<file path="src/logic/pks_pkg.sv">
// Purpose: Shared constants for the public-key engine status and version bank
// Assumes: One clock, registers at 32-bit aligned byte addresses
// Notes:   Command codes outside the inversion pair are local choices
package pks_pkg;

  // ************************************************************
  // Register byte addresses
  // ************************************************************
  localparam logic [31:0] PKS_OFS_CMD      = 32'h5000_6004;
  localparam logic [31:0] PKS_OFS_CTRL     = 32'h5000_6008;
  localparam logic [31:0] PKS_OFS_STATUS   = 32'h5000_600c;
  localparam logic [31:0] PKS_OFS_VERSION  = 32'h5000_6010;
  localparam logic [31:0] PKS_OFS_IRQ_STAT = 32'h5000_6014;
  localparam logic [31:0] PKS_OFS_IRQ_MASK = 32'h5000_6018;

  // ************************************************************
  // Widths and field positions
  // ************************************************************
  localparam int unsigned PKS_DW        = 32;
  localparam int unsigned PKS_CMD_W     = 7;
  localparam int unsigned PKS_GRP_LO    = 4;
  localparam int unsigned PKS_GRP_W     = 3;
  localparam int unsigned PKS_NIB_W     = 4;
  localparam int unsigned PKS_START_BIT = 0;
  localparam int unsigned PKS_BIT_BUSY  = 16;
  localparam int unsigned PKS_BIT_PRIME = 12;
  localparam int unsigned PKS_BIT_NOINV = 11;
  localparam int unsigned PKS_BIT_COEF  = 10;
  localparam int unsigned PKS_BIT_SIG   = 9;
  localparam int unsigned PKS_BIT_ORDER = 7;
  localparam int unsigned PKS_BIT_PAIR  = 6;
  localparam int unsigned PKS_BIT_INF   = 5;
  localparam int unsigned PKS_BIT_OFFC  = 4;
  localparam int unsigned PKS_FAIL_LO   = 0;
  localparam int unsigned PKS_FAIL_W    = 4;
  localparam int unsigned PKS_HVN_LO    = 8;
  localparam int unsigned PKS_SVN_LO    = 0;
  localparam int unsigned PKS_VER_W     = 8;

  // Order of result flags inside the flag vector
  localparam int unsigned PKS_NFLAG    = 8;
  localparam int unsigned PKS_F_PRIME  = 0;
  localparam int unsigned PKS_F_NOINV  = 1;
  localparam int unsigned PKS_F_COEF   = 2;
  localparam int unsigned PKS_F_SIG    = 3;
  localparam int unsigned PKS_F_ORDER  = 4;
  localparam int unsigned PKS_F_PAIR   = 5;
  localparam int unsigned PKS_F_INF    = 6;
  localparam int unsigned PKS_F_OFFC   = 7;

  // Interrupt status layout
  localparam int unsigned PKS_IRQ_W    = 2;
  localparam int unsigned PKS_IRQ_DONE = 0;
  localparam int unsigned PKS_IRQ_ERR  = 1;

  // ************************************************************
  // Command encodings
  // ************************************************************
  localparam logic [2:0] PKS_GRP_PRIMITIVE = 3'h0;
  localparam logic [3:0] PKS_NIB_INV_ODD   = 4'h6;
  localparam logic [3:0] PKS_NIB_INV_EVEN  = 4'h9;
  localparam logic [6:0] PKS_CMD_PRIME     = 7'h0d;
  localparam logic [6:0] PKS_CMD_COEF_CHK  = 7'h13;
  localparam logic [6:0] PKS_CMD_CHECK_N   = 7'h15;
  localparam logic [6:0] PKS_CMD_CHECK_XY  = 7'h16;
  localparam logic [6:0] PKS_CMD_CHECK_PT  = 7'h17;
  localparam logic [6:0] PKS_CMD_ECDSA_GEN = 7'h20;
  localparam logic [6:0] PKS_CMD_ECDSA_VER = 7'h21;
  localparam logic [6:0] PKS_CMD_DSA_GEN   = 7'h22;
  localparam logic [6:0] PKS_CMD_DSA_VER   = 7'h23;

  // ************************************************************
  // Run controller states
  // ************************************************************
  typedef enum logic [0:0] {
    PKS_IDLE = 1'b0,
    PKS_BUSY = 1'b1
  } pks_run_t;

endpackage

</file>
<file path="src/logic/pks_hold_reg.sv">
// Purpose: Result holder that loads only on its update strobe
// Assumes: Update strobe from logic on mclk
// Notes:   Clears to zero on reset
`timescale 1ns/1ps
`default_nettype none
module pks_hold_reg #(
  parameter int unsigned W = 1
) (
  input  wire logic         mclk,
  input  wire logic         rstn,
  input  wire logic         upd,
  input  wire logic [W-1:0] din,
  output logic      [W-1:0] q
);
  logic [W-1:0] q_ff;
  logic [W-1:0] nxt_q;

  // Keeps value until the next updating command
  always_comb
  begin
    nxt_q = upd ? din : q_ff;
  end

  always_ff @(posedge mclk)
  begin
    if (!rstn)
      q_ff <= '0;
    else
      q_ff <= nxt_q;
  end

  assign q = q_ff;
endmodule
`default_nettype wire

</file>
<file path="src/logic/pks_run_ctrl.sv">
// Purpose: Start and busy control of the arithmetic core
// Assumes: Core done is a one-cycle pulse on mclk
// Notes:   Done outside a run is ignored
`timescale 1ns/1ps
`default_nettype none
module pks_run_ctrl
  import pks_pkg::*;
(
  input  wire logic mclk,
  input  wire logic rstn,
  input  wire logic start_req,
  input  wire logic core_done,
  output logic      busy,
  output logic      start_pulse,
  output logic      done_pulse
);
  pks_run_t state_ff;
  pks_run_t nxt_state;
  logic     start_ff;
  logic     nxt_start;

  always_comb
  begin
    nxt_state = state_ff;
    nxt_start = 1'b0;
    case (state_ff)
      PKS_IDLE:
      begin
        if (start_req)
        begin
          nxt_state = PKS_BUSY;
          nxt_start = 1'b1;
        end
      end
      PKS_BUSY:
      begin
        // Start requests here are dropped
        if (core_done)
          nxt_state = PKS_IDLE;
      end
      default:
      begin
        nxt_state = PKS_IDLE;
      end
    endcase
  end

  always_ff @(posedge mclk)
  begin
    if (!rstn)
    begin
      state_ff <= PKS_IDLE;
      start_ff <= 1'b0;
    end
    else
    begin
      state_ff <= nxt_state;
      start_ff <= nxt_start;
    end
  end

  assign busy        = (state_ff == PKS_BUSY);
  assign start_pulse = start_ff;
  assign done_pulse  = core_done && (state_ff == PKS_BUSY);
endmodule
`default_nettype wire

</file>
<file path="src/logic/pks_engine_regs.sv">
// Purpose: Status, version and start registers of the public-key engine
// Assumes: Core signals and register port on mclk; plain one-cycle strobes
// Notes:   Read data valid only in the cycle after the read strobe
`timescale 1ns/1ps
`default_nettype none

// Notes on behaviour
// - Busy bit high from accepted start until the core reports completion.
// - Primality bit: zero probably prime, one composite, after a primality test.
// - Non-invertible flag set when an inversion operand has no inverse.
// - Coefficient-invalid flag refreshed only by the coefficient validation command.
// - Signature-reject flag updated after every signature generate or verify command.
// - Order-invalid flag updated only by the order validation command.
// - Pair-invalid flag set when x or y not below the prime.
// - Infinity flag set or cleared after every elliptic-curve operation.
// - Off-curve flag updated by the point-on-curve check command.
// - Four-bit field holds index of last failing point.
// - Hardware version code read-only in version bits 15:8.
// - Firmware version code read-only in version bits 7:0.
// - Start ignored while busy; start bit self-clears when operation finishes.
module pks_engine_regs
  import pks_pkg::*;
#(
  // Arbitrary value, not tied to any real part
  parameter logic [7:0] HW_VERSION = 8'h5a
) (
  input  wire logic                      mclk,
  input  wire logic                      rstn,
  input  wire logic [PKS_DW-1:0]         reg_addr,
  input  wire logic [PKS_DW-1:0]         reg_wdata,
  input  wire logic                      reg_wr,
  input  wire logic                      reg_rd,
  output logic      [PKS_DW-1:0]         reg_rdata,
  output logic                           core_start,
  output logic      [PKS_CMD_W-1:0]      core_opcode,
  input  wire logic                      core_done,
  input  wire logic                      core_prime_composite,
  input  wire logic                      core_no_inverse,
  input  wire logic                      core_coef_bad,
  input  wire logic                      core_sig_bad,
  input  wire logic                      core_order_bad,
  input  wire logic                      core_pair_bad,
  input  wire logic                      core_at_infinity,
  input  wire logic                      core_off_curve,
  input  wire logic [PKS_FAIL_W-1:0]     core_fail_index,
  input  wire logic                      core_fw_we,
  input  wire logic [PKS_VER_W-1:0]      core_fw_data,
  output logic                           irq
);
  import pks_pkg::*;

  // ************************************************************
  // Declarations
  // ************************************************************
  logic [PKS_DW-1:0]    rdata_ff;
  logic [PKS_DW-1:0]    nxt_rdata;
  logic [PKS_CMD_W-1:0] cmd_ff;
  logic [PKS_CMD_W-1:0] nxt_cmd;
  logic [PKS_CMD_W-1:0] run_cmd_ff;
  logic [PKS_CMD_W-1:0] nxt_run_cmd;
  logic [PKS_IRQ_W-1:0] irq_stat_ff;
  logic [PKS_IRQ_W-1:0] nxt_irq_stat;
  logic [PKS_IRQ_W-1:0] irq_mask_ff;
  logic [PKS_IRQ_W-1:0] nxt_irq_mask;
  logic                 irq_ff;
  logic                 nxt_irq;
  logic                 busy;
  logic                 start_pulse;
  logic                 done_pulse;
  logic                 start_req;
  logic [PKS_NFLAG-1:0] flag_upd;
  logic [PKS_NFLAG-1:0] flag_val;
  logic [PKS_NFLAG-1:0] flag_q;
  logic [PKS_FAIL_W-1:0] fail_idx;
  logic                 fail_upd;
  logic [PKS_VER_W-1:0] fw_ver;
  logic [PKS_DW-1:0]    status_word;
  logic [PKS_DW-1:0]    version_word;
  logic [PKS_DW-1:0]    ctrl_word;
  logic                 is_inv;
  logic                 is_sig;
  logic                 is_ecc;
  logic [PKS_IRQ_W-1:0] irq_evt;
  logic [PKS_IRQ_W-1:0] irq_clr;

  // ************************************************************
  // Start and busy
  // ************************************************************
  // A start write while busy is simply dropped
  assign start_req = reg_wr && (reg_addr == PKS_OFS_CTRL)
                     && reg_wdata[PKS_START_BIT];

  pks_run_ctrl u_run (
    .mclk        (mclk),
    .rstn        (rstn),
    .start_req   (start_req),
    .core_done   (core_done),
    .busy        (busy),
    .start_pulse (start_pulse),
    .done_pulse  (done_pulse)
  );

  // ************************************************************
  // Command register and running command
  // ************************************************************
  // Running command is frozen at start so later writes cannot skew flags
  always_comb
  begin
    nxt_cmd     = cmd_ff;
    nxt_run_cmd = run_cmd_ff;
    if (reg_wr && (reg_addr == PKS_OFS_CMD))
      nxt_cmd = reg_wdata[PKS_CMD_W-1:0];
    if (start_req && !busy)
      nxt_run_cmd = cmd_ff;
  end

  always_ff @(posedge mclk)
  begin
    if (!rstn)
    begin
      cmd_ff     <= '0;
      run_cmd_ff <= '0;
    end
    else
    begin
      cmd_ff     <= nxt_cmd;
      run_cmd_ff <= nxt_run_cmd;
    end
  end

  // ************************************************************
  // Command classes
  // ************************************************************
  always_comb
  begin
    is_inv = (run_cmd_ff[PKS_GRP_LO +: PKS_GRP_W] == PKS_GRP_PRIMITIVE)
             && ((run_cmd_ff[PKS_NIB_W-1:0] == PKS_NIB_INV_ODD)
             || (run_cmd_ff[PKS_NIB_W-1:0] == PKS_NIB_INV_EVEN));
    is_sig = (run_cmd_ff == PKS_CMD_ECDSA_GEN) || (run_cmd_ff == PKS_CMD_ECDSA_VER)
             || (run_cmd_ff == PKS_CMD_DSA_GEN) || (run_cmd_ff == PKS_CMD_DSA_VER);
    is_ecc = (run_cmd_ff[PKS_GRP_LO +: PKS_GRP_W] != PKS_GRP_PRIMITIVE);
  end

  // ************************************************************
  // Result flag updates
  // ************************************************************
  // Flags move only at completion of their own command class
  always_comb
  begin
    flag_upd              = '0;
    flag_val              = '0;
    flag_upd[PKS_F_PRIME] = done_pulse && (run_cmd_ff == PKS_CMD_PRIME);
    flag_val[PKS_F_PRIME] = core_prime_composite;
    flag_upd[PKS_F_NOINV] = done_pulse && is_inv;
    flag_val[PKS_F_NOINV] = core_no_inverse;
    flag_upd[PKS_F_COEF]  = done_pulse && (run_cmd_ff == PKS_CMD_COEF_CHK);
    flag_val[PKS_F_COEF]  = core_coef_bad;
    flag_upd[PKS_F_SIG]   = done_pulse && is_sig;
    flag_val[PKS_F_SIG]   = core_sig_bad;
    flag_upd[PKS_F_ORDER] = done_pulse && (run_cmd_ff == PKS_CMD_CHECK_N);
    flag_val[PKS_F_ORDER] = core_order_bad;
    flag_upd[PKS_F_PAIR]  = done_pulse && (run_cmd_ff == PKS_CMD_CHECK_XY);
    flag_val[PKS_F_PAIR]  = core_pair_bad;
    flag_upd[PKS_F_INF]   = done_pulse && is_ecc;
    flag_val[PKS_F_INF]   = core_at_infinity;
    flag_upd[PKS_F_OFFC]  = done_pulse && (run_cmd_ff == PKS_CMD_CHECK_PT);
    flag_val[PKS_F_OFFC]  = core_off_curve;
  end

  // Holders never see bus writes, so they keep values between commands
  genvar gi;
  generate
    for (gi = 0; gi < PKS_NFLAG; gi = gi + 1)
    begin : g_flag
      pks_hold_reg #(
        .W (1)
      ) u_flag (
        .mclk (mclk),
        .rstn (rstn),
        .upd  (flag_upd[gi]),
        .din  (flag_val[gi]),
        .q    (flag_q[gi])
      );
    end
  endgenerate

  // ************************************************************
  // Failing point index
  // ************************************************************
  assign fail_upd = done_pulse && ((flag_upd[PKS_F_OFFC] && core_off_curve)
                    || (flag_upd[PKS_F_PAIR] && core_pair_bad)
                    || (flag_upd[PKS_F_INF] && core_at_infinity));

  pks_hold_reg #(
    .W (PKS_FAIL_W)
  ) u_fail (
    .mclk (mclk),
    .rstn (rstn),
    .upd  (fail_upd),
    .din  (core_fail_index),
    .q    (fail_idx)
  );

  // ************************************************************
  // Firmware version byte
  // ************************************************************
  // Engine reuses this byte; read it before the first command
  pks_hold_reg #(
    .W (PKS_VER_W)
  ) u_fw (
    .mclk (mclk),
    .rstn (rstn),
    .upd  (core_fw_we),
    .din  (core_fw_data),
    .q    (fw_ver)
  );

  // ************************************************************
  // Read words
  // ************************************************************
  always_comb
  begin
    status_word                                = '0;
    status_word[PKS_BIT_BUSY]                  = busy;
    status_word[PKS_BIT_PRIME]                 = flag_q[PKS_F_PRIME];
    status_word[PKS_BIT_NOINV]                 = flag_q[PKS_F_NOINV];
    status_word[PKS_BIT_COEF]                  = flag_q[PKS_F_COEF];
    status_word[PKS_BIT_SIG]                   = flag_q[PKS_F_SIG];
    status_word[PKS_BIT_ORDER]                 = flag_q[PKS_F_ORDER];
    status_word[PKS_BIT_PAIR]                  = flag_q[PKS_F_PAIR];
    status_word[PKS_BIT_INF]                   = flag_q[PKS_F_INF];
    status_word[PKS_BIT_OFFC]                  = flag_q[PKS_F_OFFC];
    status_word[PKS_FAIL_LO +: PKS_FAIL_W]     = fail_idx;
    version_word                               = '0;
    version_word[PKS_HVN_LO +: PKS_VER_W]      = HW_VERSION;
    version_word[PKS_SVN_LO +: PKS_VER_W]      = fw_ver;
    ctrl_word                                  = '0;
    ctrl_word[PKS_START_BIT]                   = busy;
  end

  // Unmapped addresses read as zero
  always_comb
  begin
    nxt_rdata = '0;
    if (reg_rd)
    begin
      if (reg_addr == PKS_OFS_CMD)
        nxt_rdata[PKS_CMD_W-1:0] = cmd_ff;
      else if (reg_addr == PKS_OFS_CTRL)
        nxt_rdata = ctrl_word;
      else if (reg_addr == PKS_OFS_STATUS)
        nxt_rdata = status_word;
      else if (reg_addr == PKS_OFS_VERSION)
        nxt_rdata = version_word;
      else if (reg_addr == PKS_OFS_IRQ_STAT)
        nxt_rdata[PKS_IRQ_W-1:0] = irq_stat_ff;
      else if (reg_addr == PKS_OFS_IRQ_MASK)
        nxt_rdata[PKS_IRQ_W-1:0] = irq_mask_ff;
      else
        nxt_rdata = '0;
    end
  end

  // ************************************************************
  // Interrupts
  // ************************************************************
  // Set beats write-one clear in the same cycle
  always_comb
  begin
    irq_evt               = '0;
    irq_evt[PKS_IRQ_DONE] = done_pulse;
    irq_evt[PKS_IRQ_ERR]  = |(flag_upd & flag_val & ~(PKS_NFLAG'(1) << PKS_F_INF)
                              & ~(PKS_NFLAG'(1) << PKS_F_PRIME));
    irq_clr               = '0;
    nxt_irq_mask          = irq_mask_ff;
    if (reg_wr && (reg_addr == PKS_OFS_IRQ_STAT))
      irq_clr = reg_wdata[PKS_IRQ_W-1:0];
    if (reg_wr && (reg_addr == PKS_OFS_IRQ_MASK))
      nxt_irq_mask = reg_wdata[PKS_IRQ_W-1:0];
    nxt_irq_stat = (irq_stat_ff & ~irq_clr) | irq_evt;
    nxt_irq      = |(nxt_irq_stat & nxt_irq_mask);
  end

  // ************************************************************
  // Registers
  // ************************************************************
  always_ff @(posedge mclk)
  begin
    if (!rstn)
    begin
      rdata_ff    <= '0;
      irq_stat_ff <= '0;
      irq_mask_ff <= '0;
      irq_ff      <= 1'b0;
    end
    else
    begin
      rdata_ff    <= nxt_rdata;
      irq_stat_ff <= nxt_irq_stat;
      irq_mask_ff <= nxt_irq_mask;
      irq_ff      <= nxt_irq;
    end
  end

  // Outputs all come from flip-flops
  assign reg_rdata   = rdata_ff;
  assign core_start  = start_pulse;
  assign core_opcode = run_cmd_ff;
  assign irq         = irq_ff;

endmodule
`default_nettype wire

</file>
<file path="config.mk">
export PLATFORM = sky130hd
export DESIGN_NAME = pks_engine_regs
export DESIGN_NICKNAME = d
export VERILOG_FILES = /design/src/logic/pks_pkg.sv /design/src/logic/pks_hold_reg.sv /design/src/logic/pks_run_ctrl.sv /design/src/logic/pks_engine_regs.sv
export SDC_FILE = /design/constraint.sdc
export NUM_CORES = 1
export LEC_CHECK = 0
export BUFFER_PORTS_ARGS = -buffer_cell sky130_fd_sc_hd__buf_2
export CORE_MARGIN = 5
export CORE_UTILIZATION = 43
export CTS_BUF_LIST = sky130_fd_sc_hd__clkbuf_4
export DETAILED_ROUTE_END_ITERATION = 6
export MAX_ROUTING_LAYER = met4
export PLACE_DENSITY = 0.76
export SLEW_MARGIN = 15
export SYNTH_ARGS = -nofsm -noshare
export SYNTH_HDL_FRONTEND = slang
export SYNTH_SLANG_ARGS = --single-unit
</file>
<file path="constraint.sdc">
create_clock -name mclk -period 2.4 [get_ports mclk]
set_input_delay 0.12 -clock mclk [delete_from_list [all_inputs] [get_ports mclk]]
set_output_delay 0.12 -clock mclk [all_outputs]
set_load 0.005 [all_outputs]
</file>
Yosys cells after proc, flatten, opt, wreduce, memory -nomap -nowiden
Index checks and enable logic that the tools add are counted.
{"block": "word_totals", "input_bits": 90, "n_memories": 0, "register_bits": 73, "mem_bits_ro": 0, "mem_bits_rw": 0, "word_cells": 91, "latchBits": 0, "out_inout_bits": 41}
{"block": "classes", "shift": 0, "n_eq_ne": 17, "div_mod_pow": 0, "addsub": 0, "n_reduce_logical": 35, "mux": 11, "mul": 0, "bitwise": 8, "order_cmp": 0}
{"cell": "32-bit by 31-bit equality test with 1-bit output (second input constant)", "n": 6}
{"cell": "7-bit by 5-bit equality test with 1-bit output (second input constant)", "n": 4}
{"cell": "7-bit by 6-bit equality test with 1-bit output (second input constant)", "n": 4}
{"cell": "1-bit logical AND", "n": 20}
{"cell": "17-bit 2-to-1 mux", "n": 1}
{"cell": "15-bit 2-to-1 mux", "n": 1}
{"cell": "7-bit 2-to-1 mux", "n": 2}
{"cell": "8-bit AND", "n": 1}
{"cell": "2-bit 2-to-1 mux", "n": 4}
{"cell": "7-bit by 4-bit equality test with 1-bit output (second input constant)", "n": 1}
{"cell": "1-bit logical OR", "n": 6}
{"cell": "6-bit OR reduction", "n": 1}
{"cell": "5-bit OR reduction", "n": 1}
{"cell": "2-bit AND", "n": 2}
{"cell": "4-bit by 3-bit equality test with 1-bit output (second input constant)", "n": 1}
{"cell": "4-bit equality test (second input constant)", "n": 1}
{"cell": "2-bit OR reduction", "n": 2}
{"cell": "4-bit OR reduction", "n": 1}
{"cell": "3-bit zero test", "n": 1}
{"cell": "1-bit NOT", "n": 3}
{"cell": "3-bit nonzero test", "n": 1}
{"cell": "1-bit 2-to-1 mux", "n": 2}
{"cell": "2-bit NOT", "n": 1}
{"cell": "2-bit bitwise OR", "n": 1}
{"cell": "3 further kinds", "n": 3}

Longest topological paths before layout
Gate-level depths: netlist of the first run.
{"block": "logic_depth", "word_depth": 10, "mapped_depth": 7, "ltp_nobuf": 6}

By module
Synthesis of the first run repeated with hierarchy kept, for this count alone.
{"block": "hier_totals", "hier_cells": 272, "area_unflattened_um2": 2767.7}
{"module": "pks_engine_regs", "cells_per_inst": 203, "area_each_um2": 1954.4, "instances": 1, "seq_area_each_um2": 660.6}
{"module": "pks_hold_reg (u_fw)", "cells_per_inst": 25, "area_each_um2": 301.5, "instances": 1, "seq_area_each_um2": 160.2}
{"module": "pks_hold_reg (g_flag[0].u_flag ...)", "cells_per_inst": 3, "area_each_um2": 36.3, "instances": 8, "seq_area_each_um2": 20.0}
{"module": "pks_hold_reg (u_fail)", "cells_per_inst": 13, "area_each_um2": 156.4, "instances": 1, "seq_area_each_um2": 80.1}
{"module": "pks_run_ctrl", "cells_per_inst": 7, "area_each_um2": 65.1, "instances": 1, "seq_area_each_um2": 40.0}

Least setup slack after synthesis of the first run
OpenSTA, ideal clock, no wires.
{"block": "synth_path", "path_kind": "in2reg", "start": "in reg_addr[22]", "end": "reg run_cmd_ff[0] (netlist: core_opcode[0])", "path_stages": 6, "t_arrival_ns": 1.708, "required_ns": 2.284, "path_slack_ns": 0.576, "path_buffers": 0, "path_cell_list": "or4_4 > nor2_4 > nand2_4 > nor4_4 > mux2i_1 > nor2b_1"}
{"block": "synth_via", "elab_chain_len": 4}
{"element": "start, declared", "line": "pks_engine_regs.sv:29", "rtl": "input wire logic [PKS_DW-1:0] reg_addr,"}
{"element": "32-bit by 31-bit equality test with 1-bit output", "line": "pks_engine_regs.sv:90", "rtl": "assign start_req = reg_wr && (reg_addr == PKS_OFS_CTRL)"}
{"element": "1-bit logical AND", "line": "pks_engine_regs.sv:90"}
{"element": "1-bit logical AND", "line": "pks_engine_regs.sv:91", "rtl": "&& reg_wdata[PKS_START_BIT];"}
{"element": "1-bit logical AND", "line": "pks_engine_regs.sv:113", "rtl": "if (start_req && !busy)"}
{"element": "end signal, assigned", "line": "pks_engine_regs.sv:127", "rtl": "run_cmd_ff <= nxt_run_cmd;"}
{"element": "end, declared", "line": "pks_engine_regs.sv:59", "rtl": "logic [PKS_CMD_W-1:0] run_cmd_ff;"}
No other way between the ends.
A chain may end at the register's enable or synchronous reset.

Worst setup path in the final report of the first run
{"block": "layout_path", "start": "reg u_run.state_ff (netlist: u_run.busy)", "end": "reg g_flag[2].u_flag.q_ff"}
{"block": "layout_via", "elab_chain_len": 2}
{"element": "start, declared", "line": "pks_run_ctrl.sv:17", "rtl": "pks_run_t state_ff;"}
{"element": "start signal, assigned", "line": "pks_run_ctrl.sv:57", "rtl": "state_ff <= nxt_state;"}
{"element": "1-bit logical AND", "line": "pks_run_ctrl.sv:64", "rtl": "assign done_pulse = core_done && (state_ff == PKS_BUSY);"}
{"element": "1-bit logical AND", "line": "pks_engine_regs.sv:156", "rtl": "flag_upd[PKS_F_COEF] = done_pulse && (run_cmd_ff == PKS_CMD_COEF_CHK);"}
{"element": "end signal, assigned", "line": "pks_hold_reg.sv:29", "rtl": "q_ff <= nxt_q;"}
{"element": "end, declared", "line": "pks_hold_reg.sv:15", "rtl": "logic [W-1:0] q_ff;"}
No other way between the ends.

==> run_results.csv, run 1 <==
group,metric,value,unit
run_status,outcome,"finished clean",
timing,post-route-min-period,1881,ps
floorplan,row_count,28,
global_route,grt_overflow,0,
power_and_ir_drop,peakVddDrop,243.9,uV
synthesis,synth_ff_type,"dfxtp_1",
floorplan,die-width,87.29,um
route,drt_iter0_drc,120,
timing,finalHoldViolCount,0,
synthesis,synth_edf_count,0,
clocking,cts.path.max_buffers,2,
global_route,grt_pass1_vias,2183,
synthesis,synth-seq-cells,55,
timing,whs,8.719,ps
final_layout,regArea,0.001101,mm^2
clocking,cts-buffers-inserted,5,
place,io_buffers,87,
clocking,ctsHtreeMaxLevel,2,
final_layout,layout-drive-gt1-share,29.00,%
clocking,clock_sinks,55,
power_and_ir_drop,power,1436,uW
synthesis,yosys_warnings,0,
place,gp_congestion,0.8954,
clocking,cts_tree,"yes",
global_route,grt_max_degree,42,
floorplan,num_io_pins,131,
route,ant_nets,0,
final_layout,fin_util,54.34,%
synthesis,synth_area,0.002569,mm^2
route,dr.pass1.iters,5,
critical_path,path_max_fanout,7,
floorplan,chipHeight,87.29,um
global_route,antenna_found_initial,0,
final_layout,syn_to_final_growth,23.77,%
place,dpl.cell_count,429,
critical_path,worst_ep_arrival_time,2150,ps
clocking,clock_latency,370,ps
route,vias,2229,
global_route,grt_pass1_wl,9694,um
synthesis,synth.distinct_cells,44,
timing,tns,0,ps
route,wl_per_cell,13.68,um
critical_path,endpoint_kind,"flop",
timing,clock.fmax,531.6,MHz
synthesis,syn_avg_cell_area,9.549,um^2
clocking,cts_root_buf,"clkbuf_4",
power_and_ir_drop,p_leak,0.001382,uW
floorplan,dieArea,0.007620,mm^2
critical_path,cp.required,2670,ps
timing,worst_pin_slew,511.9,ps
route,drc,0,
final_layout,n_antenna_cell,0,
power_and_ir_drop,power_density,451.7,mW/mm^2
critical_path,setup.worst_path.class,"reg -> reg",
synthesis,seq_area_frac_synth,42.86,%
timing,slew_viol_final,0,
floorplan,initial_core_util,43.91,%
flow_run,maxCapViolCount,0,
final_layout,fillCellCount,538,
route,vias_per_cell,5.020,
timing,timing.final.crit_share,78.37,%
floorplan,coreArea,0.005851,mm^2
route,wirelength,6076,um
timing,fin_skew,14.39,ps
timing,setup_viol,0,
synthesis,synthCells,269,
final_layout,final_cells,444,
worst_hold_path,hold_class,"in -> reg",
clocking,cts.clk_slew.worst_paths,130,ps
place,hpwl,4802,um
timing,relSlewSlack,65.84,%
final_layout,nets,460,
global_route,groute.usage.overall,16.51,%
clocking,cts_setup_buffers,0,
synthesis,synthArstFlopShare,0,%
final_layout,multiInputGateArea,0.001331,mm^2
critical_path,cp-start-kind,"flop",
timing,rsz0062_at_grt,"false",
## cell usage in the layout (no fill, tap or decap), drive strengths merged, types with 2 or more instances in the layout
cell         Yosys  routed
a21o             3       3
nor2            10      10
o21a             2       2
and3             2       2
dlygate4sd3      0       9
or4              3       3
nor4bb           2       2
o21ai            5       5
nand2b           7       7
inv             10      10
a31oi            3       3
clkbuf           6       6
nand3            6       6
mux2i           32      32
nor3             7       7
nor2b           36      36
dfxtp           55      55
nand4            4       4
a222oi           5       5
nand2           16      16
buf             19      93
nor4             6       6
nor3b            4       4
and2             5       5
nor4b            2       2
a21oi            2       2
conb             1      18
a21boi           5       5
## synth_stat cells, types with 2 or more instances
| library cell | n | area (um^2) |
|---|---|---|
| inv_1 | 10 | 37.54 |
| clkbuf_1 | 6 | 22.52 |
| o21ai_0 | 5 | 25.02 |
| dfxtp_1 | 55 | 1101 |
| o21a_1 | 2 | 15.01 |
| buf_4 | 18 | 135.1 |
| and3_1 | 2 | 12.51 |
| or4_4 | 2 | 22.52 |
| nor3_1 | 7 | 35.03 |
| nand2b_1 | 7 | 43.79 |
| nor3b_1 | 4 | 30.03 |
| nand2_1 | 15 | 56.30 |
| a21o_1 | 3 | 22.52 |
| mux2i_1 | 32 | 320.3 |
| nor2b_1 | 36 | 225.2 |
| nor4bb_1 | 2 | 20.02 |
| nand4_1 | 4 | 25.02 |
| nand3_1 | 6 | 30.03 |
| nor2_1 | 8 | 30.03 |
| a21oi_1 | 2 | 10.01 |
| a21boi_0 | 5 | 37.54 |
| a222oi_1 | 5 | 50.05 |
| a31oi_1 | 3 | 18.77 |
| nor4b_1 | 2 | 17.52 |
| and2_1 | 5 | 31.28 |
| nor4_1 | 5 | 31.28 |
## logic make-up (layout without fill, tap and decap cells)
kind of cell | after synthesis | count (layout) | share of synthesized area, %
DFF | 55 | 55 | 42.86
buffers and inverters | 35 | 118 | 7.793
other | 1 | 18 | 0.1460
muxes | 33 | 33 | 12.91
and+or+nand+nor | 114 | 114 | 27.28
AOI/OAI and AO/OA | 31 | 31 | 9.012
## flip-flops by register name (all words and copies together) (netlist names)
register / count
u_fw.q: 8
u_run.busy: 1
u_run.start_pulse: 1
cmd_ff: 7
core_opcode: 7
irq_mask_ff: 2
g_flag.u_flag.q: 8
reg_rdata: 14
irq: 1
irq_stat_ff: 2
u_fail.q: 4
## where the power goes
part	switching (uW)	internal, uW
clock network	263	116
logic	58.1	72.8
registers	4.49	921
total	326	1110
## final cells by class
type | count | area share (%)
Tap cell | 75 | 2.952
Timing Repair Buffer | 102 | 17.95
Clock buffer | 6 | 1.417
Sequential cell | 55 | 34.63
Inverter | 10 | 1.181
Multi-Input combinational cell | 196 | 41.87
## stage by stage
stage	setup slack, ps	area, um^2
2_1_floorplan	576.3	2633
3_3_place_gp	469.6	3044
4_1_cts	511.1	3179
3_5_place_dp	464.3	3044
5_1_grt	341.3	3179
6_report	519.1	3179
## critical path, cell delays in order (launching register included)
cell     delay [ps]
dfxtp_1         420
nand2_1         220
or4_1           620
nor3b_1         270
mux2i_1         210
nor2b_1          60
## worst paths after layout
check                                           to               start  slack [ps]  cells after the start
worst min register to register       reg_rdata[10]  g_flag[2].u_flag.q         480                      1
worst max-delay path            g_flag[2].u_flag.q          u_run.busy         520                      5
worst min-delay path                     u_fw.q[5]     core_fw_data[5]           9                      3
worst max register to register  g_flag[2].u_flag.q          u_run.busy         520                      5
## routing by layer
layer  global-route usage [%]  wire [um]
met5                        -          0
met3                    3.500        463
met4                    4.742         95
met2                    28.29       2905
met1                    19.40       2611
## what timing repair did
| action | 4_1_cts | 5_1_grt |
|---|---|---|
| hold buffers | 9 | 0 |
| resized for setup | 0 | 0 |
| hold endpoints to repair | 9 | 0 |
(Power assumes the default switching activity.)
==> run 2: changes to the inputs <==
--- a/config.mk
+++ b/config.mk
@@ -5,13 +5,14 @@
 export SDC_FILE = /design/constraint.sdc
 export NUM_CORES = 1
 export LEC_CHECK = 0
+export ABC_AREA = 1
 export BUFFER_PORTS_ARGS = -buffer_cell sky130_fd_sc_hd__buf_2
 export CORE_MARGIN = 5
 export CORE_UTILIZATION = 43
 export CTS_BUF_LIST = sky130_fd_sc_hd__clkbuf_4
 export DETAILED_ROUTE_END_ITERATION = 6
 export MAX_ROUTING_LAYER = met4
-export PLACE_DENSITY = 0.76
+export PLACE_DENSITY = 0.75
 export SLEW_MARGIN = 15
 export SYNTH_ARGS = -nofsm -noshare
 export SYNTH_HDL_FRONTEND = slang
==> constraint.sdc (replaced) <==
create_clock -name mclk -period 1.9 [get_ports mclk]
set_input_delay 0.095 -clock mclk [delete_from_list [all_inputs] [get_ports mclk]]
set_output_delay 0.095 -clock mclk [all_outputs]
set_load 0.005 [all_outputs]
==> run_results.csv, run 2 <==
group,metric,value,unit
place,io_buffers,87,
synthesis,synth_common_cells,"71 x nand2_1, 71 x nor2_1, 55 x dfxtp_1, 49 x inv_1, 30 x o21ai_0",
timing,fin_skew,4.917,ps
timing,timing.final.crit_share,83.73,%
floorplan,coreArea,0.006314,mm^2
timing,post-route-min-period,1591,ps
clocking,cts_tree,"yes",
final_layout,most-common-layout-cells,"87 x buf_2, 71 x nor2_1, 71 x nand2_1, 55 x dfxtp_1, 49 x inv_1",
synthesis,synthArstFlopShare,0,%
timing,setup_viol,0,
global_route,grt_pass1_vias,2765,
critical_path,worstPathCellList,"dlygate4sd3_1, buf_2, nand2_1, inv_1, nand4_1, nand3_1, o21ai_0, a21oi_1",
final_layout,syn_to_final_growth,27.10,%
critical_path,cp-start-kind,"input pin",
place,hpwl,5489,um
global_route,grt_pass1_wl,12030,um
global_route,groute.usage.overall,17.60,%
global_route,antenna_found_initial,0,
final_layout,n_antenna_cell,0,
synthesis,seq_area_frac_synth,39.55,%
route,drt_iter0_drc,161,
floorplan,num_io_pins,131,
power_and_ir_drop,peakVddDrop,543.7,uV
place,dpl.cell_count,568,
route,dr.pass1.iters,4,
critical_path,slowest_delay,530,ps
route,drc,0,
floorplan,dieArea,0.008183,mm^2
critical_path,path_max_fanout,8,
clocking,clock_sinks,55,
place,gp_congestion,0.8402,
clocking,cts.clk_slew.worst_paths,150,ps
synthesis,synth_area,0.002784,mm^2
synthesis,synth.distinct_cells,28,
timing,finalHoldViolCount,1,
synthesis,synthCells,406,
critical_path,crit_slowest_cell,"dlygate4sd3_1",
timing,tns,0,ps
floorplan,chipHeight,90.46,um
critical_path,setup.worst_path.class,"in -> reg",
synthesis,yosys_warnings,0,
clocking,cts_root_buf,"clkbuf_4",
clocking,ctsHtreeMaxLevel,2,
floorplan,initial_core_util,44.09,%
final_layout,largest_register_ffs,14,
flow_run,maxCapViolCount,0,
floorplan,row_count,29,
run_status,outcome,"finished with violations",
final_layout,nets,609,
critical_path,cp.required,2170,ps
run_status,violations,"hold timing",
global_route,grt_max_degree,22,
global_route,top_usage_layer,"met2",
global_route,met2_usage,29.60,%
critical_path,worst_ep_arrival_time,1860,ps
clocking,cts-buffers-inserted,5,
synthesis,synth_ff_type,"dfxtp_1",
global_route,grtUsageMet1,21.06,%
final_layout,final_cells,596,
route,wirelength,6894,um
synthesis,yosysTopAreaCellShare,39.55,%
route,vias_per_cell,4.755,
global_route,use_met3,3.750,%
synthesis,synth_top_cell_by_area,"dfxtp_1",
place,dpl_worst_slack,294.8,ps
floorplan,die-width,90.46,um
clocking,clock_latency,370,ps
critical_path,endpoint_kind,"flop",
critical_path,crit_family,"buffers and inverters",
timing,whs,-0.1185,ps
synthesis,ys_top_cells_by_area,"dfxtp_1 40%, nand2_1 9.6%, nor2_1 9.6%",
synthesis,syn_avg_cell_area,6.857,um^2
final_layout,layout_commonest_cell,"buf_2",
power_and_ir_drop,p_leak,0.001733,uW
final_layout,layout-drive-gt1-share,25.24,%
timing,worst_slack,309.2,ps
critical_path,critPathBufInv,3,
clocking,cts.path.max_buffers,2,
power_and_ir_drop,power,2008,uW
synthesis,synth-seq-cells,55,
route,vias,2834,
route,ant_nets,0,
timing,clock.fmax,628.6,MHz
worst_hold_path,hold_class,"in -> reg",
route,wl_per_cell,11.57,um
power_and_ir_drop,power_density,567.4,mW/mm^2
global_route,grt_overflow,0,
timing,rsz0062_at_grt,"false",
synthesis,synth_edf_count,0,
timing,slew_viol_final,0,
run 2: timing repair:
item                                    CTS  global route
endpoints found under the setup margin    0             1
endpoints found under the hold margin    21             1
buffers inserted                          0             0
hold buffers                             20             1
gates resized for setup                   0             1
run 2: per-stage QoR:
step / area, um^2 / utilization (%) / hold WS, ps
2_1_floorplan: 2848 / - / 222.0
4_1_cts: 3523 / 55.81 / 1.105
3_5_place_dp: 3248 / 51.45 / 321.6
6_report: 3538 / 56.04 / -0.1185
5_1_grt: 3538 / 56.04 / 0.02465
3_3_place_gp: 3248 / 51.45 / 320.4
run 2: kinds of logic (layout without fill, tap and decap cells):
logic type,Yosys count,after routing,synth area share (%)
AND/OR/NAND/NOR,208,208,35.33
buffers and inverters,78,174,13.12
AO/OA/AOI/OAI,64,64,11.86
flip-flops,55,55,39.55
other,1,18,0.1347
run 2: area by class of cell:
type	instances	area, um^2
well taps	77	96.34
inverters	56	211.5
repair buffers	111	668.1
flip-flops and latches	55	1101
fillers	613	2775
clock inverters	2	37.54
clock buffers	5	37.54
multi-input cells	290	1386
run 2: report_power, final:
part / switching [uW] / internal (uW) / total, uW
Clock: 359 / 270 / 630
Sequential: 5.17 / 1170 / 1170
Combinational: 105 / 102 / 207
Total: 470 / 1540 / 2010
run 2: worst min-delay path: cells and delay by family:
family,cells,cell delay (ps)
simple gates,1,90
compound gates,1,60
buf+inv,1,100
run 2: final timing paths:
check	slack, ps	cells after the start	endpoint	start
max reg2reg	330	7	u_fail.q[1]	core_opcode[3]
max	310	8	u_fail.q[1]	core_done
min	-0.1	3	g_flag[3].u_flag.q	core_sig_bad
min reg2reg	440	2	reg_rdata[10]	g_flag[2].u_flag.q
run 2: layer usage:
metal  wire length, um  up-vias  share of wire (%)
met1              2946     1268                 43
met2              3343       82                 48
met3               480       12                7.0
met4               123        0                1.8
li1                  -     1472                  -
met5                 0        -                  0
==> run 3: changes to the inputs <==
--- a/config.mk
+++ b/config.mk
@@ -5,14 +5,14 @@
 export SDC_FILE = /design/constraint.sdc
 export NUM_CORES = 1
 export LEC_CHECK = 0
-export ABC_AREA = 1
+export ABC_AREA = 0
 export BUFFER_PORTS_ARGS = -buffer_cell sky130_fd_sc_hd__buf_2
 export CORE_MARGIN = 5
 export CORE_UTILIZATION = 43
 export CTS_BUF_LIST = sky130_fd_sc_hd__clkbuf_4
 export DETAILED_ROUTE_END_ITERATION = 6
 export MAX_ROUTING_LAYER = met4
-export PLACE_DENSITY = 0.75
+export PLACE_DENSITY = 0.76
 export SLEW_MARGIN = 15
 export SYNTH_ARGS = -nofsm -noshare
 export SYNTH_HDL_FRONTEND = slang
==> constraint.sdc (replaced) <==
create_clock -name mclk -period 1.5 [get_ports mclk]
set_input_delay 0.075 -clock mclk [delete_from_list [all_inputs] [get_ports mclk]]
set_output_delay 0.075 -clock mclk [all_outputs]
set_load 0.005 [all_outputs]
==> run_results.csv, run 3 (synthesized netlist as in run 1, its figures left out) <==
group,metric,value,unit
run_status,outcome,"finished with violations",
run_status,violations,"setup timing",
final_layout,final_cells,496,
final_layout,nets,510,
clocking,cts-buffers-inserted,5,
route,ant_nets,0,
floorplan,dieArea,0.007620,mm^2
timing,whs,34.27,ps
floorplan,initial_core_util,43.91,%
clocking,cts.clk_slew.worst_paths,170,ps
critical_path,crit_slowest_cell,"or4_4",
final_layout,most-common-layout-cells,"87 x buf_2, 49 x dfxtp_1, 36 x nor2b_1, 34 x buf_4, 32 x mux2i_1",
route,vias_per_cell,4.877,
final_layout,fin_util,65.12,%
critical_path,critPathBufInv,0,
global_route,antenna_found_initial,0,
place,gp_congestion,0.8863,
critical_path,worst_ep_arrival_time,1880,ps
timing,setup_viol,4,
route,vias,2419,
critical_path,cp-startpoint,"u_run.busy",
timing,fin_skew,18.08,ps
global_route,grt_max_degree,42,
place,io_buffers,87,
route,wl_per_cell,14.17,um
clocking,clock_sinks,55,
timing,rsz0062_at_grt,"true",
critical_path,endpoint_kind,"flop",
final_layout,syn_to_final_growth,48.32,%
route,drt_iter0_drc,111,
floorplan,chipHeight,87.29,um
place,dpl.cell_count,460,
route,drc,0,
timing,clock.fmax,634.2,MHz
critical_path,path_max_fanout,4,
timing,worst_slack,-76.89,ps
global_route,groute.usage.overall,18.58,%
clocking,cts_root_buf,"clkbuf_4",
floorplan,die-width,87.29,um
global_route,grt_pass1_vias,2429,
floorplan,num_io_pins,131,
clocking,cts.path.max_buffers,2,
clocking,clock_latency,390,ps
global_route,grt_pass1_wl,10960,um
clocking,ctsHtreeMaxLevel,2,
route,wirelength,7028,um
critical_path,setup.worst_path.class,"reg -> reg",
global_route,grt_overflow,0,
route,dr.pass1.iters,5,
timing,timing.final.crit_share,105.1,%
floorplan,coreArea,0.005851,mm^2
final_layout,layout_commonest_cell,"buf_2",
place,dpl_worst_slack,-262.2,ps
place,hpwl,5219,um
worst_hold_path,hold_start,"core_done",
power_and_ir_drop,peakVddDrop,588.7,uV
timing,slew_viol_final,0,
power_and_ir_drop,power_density,638.0,mW/mm^2
final_layout,largest_register_ffs,14,
critical_path,slowest_delay,570,ps
clocking,cts_tree,"yes",
floorplan,row_count,28,
final_layout,layout-drive-gt1-share,39.90,%
timing,finalHoldViolCount,0,
worst_hold_path,hold_class,"in -> reg",
critical_path,worstPathCellList,"nand2_4, or4_4, nor3b_4, mux2i_1, nor2b_1",
power_and_ir_drop,p_leak,0.001698,uW
critical_path,crit_family,"simple AND/OR/NAND/NOR gates",
timing,tns,-177.1,ps
critical_path,cp.required,1810,ps
timing,post-route-min-period,1577,ps
flow_run,maxCapViolCount,0,
final_layout,n_antenna_cell,0,
critical_path,worstReg2RegStart,"u_run.busy",
critical_path,cp-start-kind,"flop",
## run 3: cell count changes in the layout (fill, tap and decap cells not counted), moves of 7 or more
cell	before	now
nor2b_1	0	36
inv_1	49	10
nand2_1	71	12
nor2_1	71	7
mux2i_1	0	32
a21oi_1	26	2
nand3_1	25	6
buf_4	3	34
o21ai_0	30	4
nand2_2	8	1
## run 3: tightest hold or removal path, stage by stage
cell	delay [ps]
buf_2	120
nor2b_1	50
o21a_1	160
## run 3: area by class of cell
type                       instances  area (um^2)
timing repair buffer             152         1025
tap                               75        93.84
clock inverter                     3        22.52
multi-input combinational        196         1483
clock buffer                       5        37.54
sequential                        55         1111
inverter                          10        37.54
fill                             461         2041
## run 3: routing by layer
metal  vias to the layer above  track usage (%)  share of wire, %
met3                         8            2.933               5.4
met4                         0            4.742               1.2
met5                         -                -                 0
li1                       1212                -                 -
met2                        67            31.99                52
met1                      1132            22.58                41
## run 3: repair_timing
action	4_1_cts	5_1_grt
buffers inserted	1	1
endpoints found under the setup margin	9	17
endpoints found under the hold margin	26	0
gates cloned	0	0
pin swaps	4	8
hold buffers	26	0
gates resized for setup	13	14
## run 3: final timing paths
kind                                      endpoint  slack (ps)  cells past startpoint
worst min-delay path                    u_run.busy          30                      3
worst min register to register  g_flag[5].u_flag.q         480                      2
worst max-delay path            g_flag[2].u_flag.q         -80                      5
worst max register to register  g_flag[2].u_flag.q         -80                      5
## run 3: report_power, final
part           internal [uW]  switching, uW
Clock                    191            494
Combinational            158            109
Sequential              1470           6.87
Total                   1820            609
## run 3: stage by stage
stage	power, uW	instance area [um^2]
floorplan	1628	2703
global placement	1716	3359
detailed placement	1720	3359
CTS	2456	3734
global route	2527	3810
finish	2431	3810
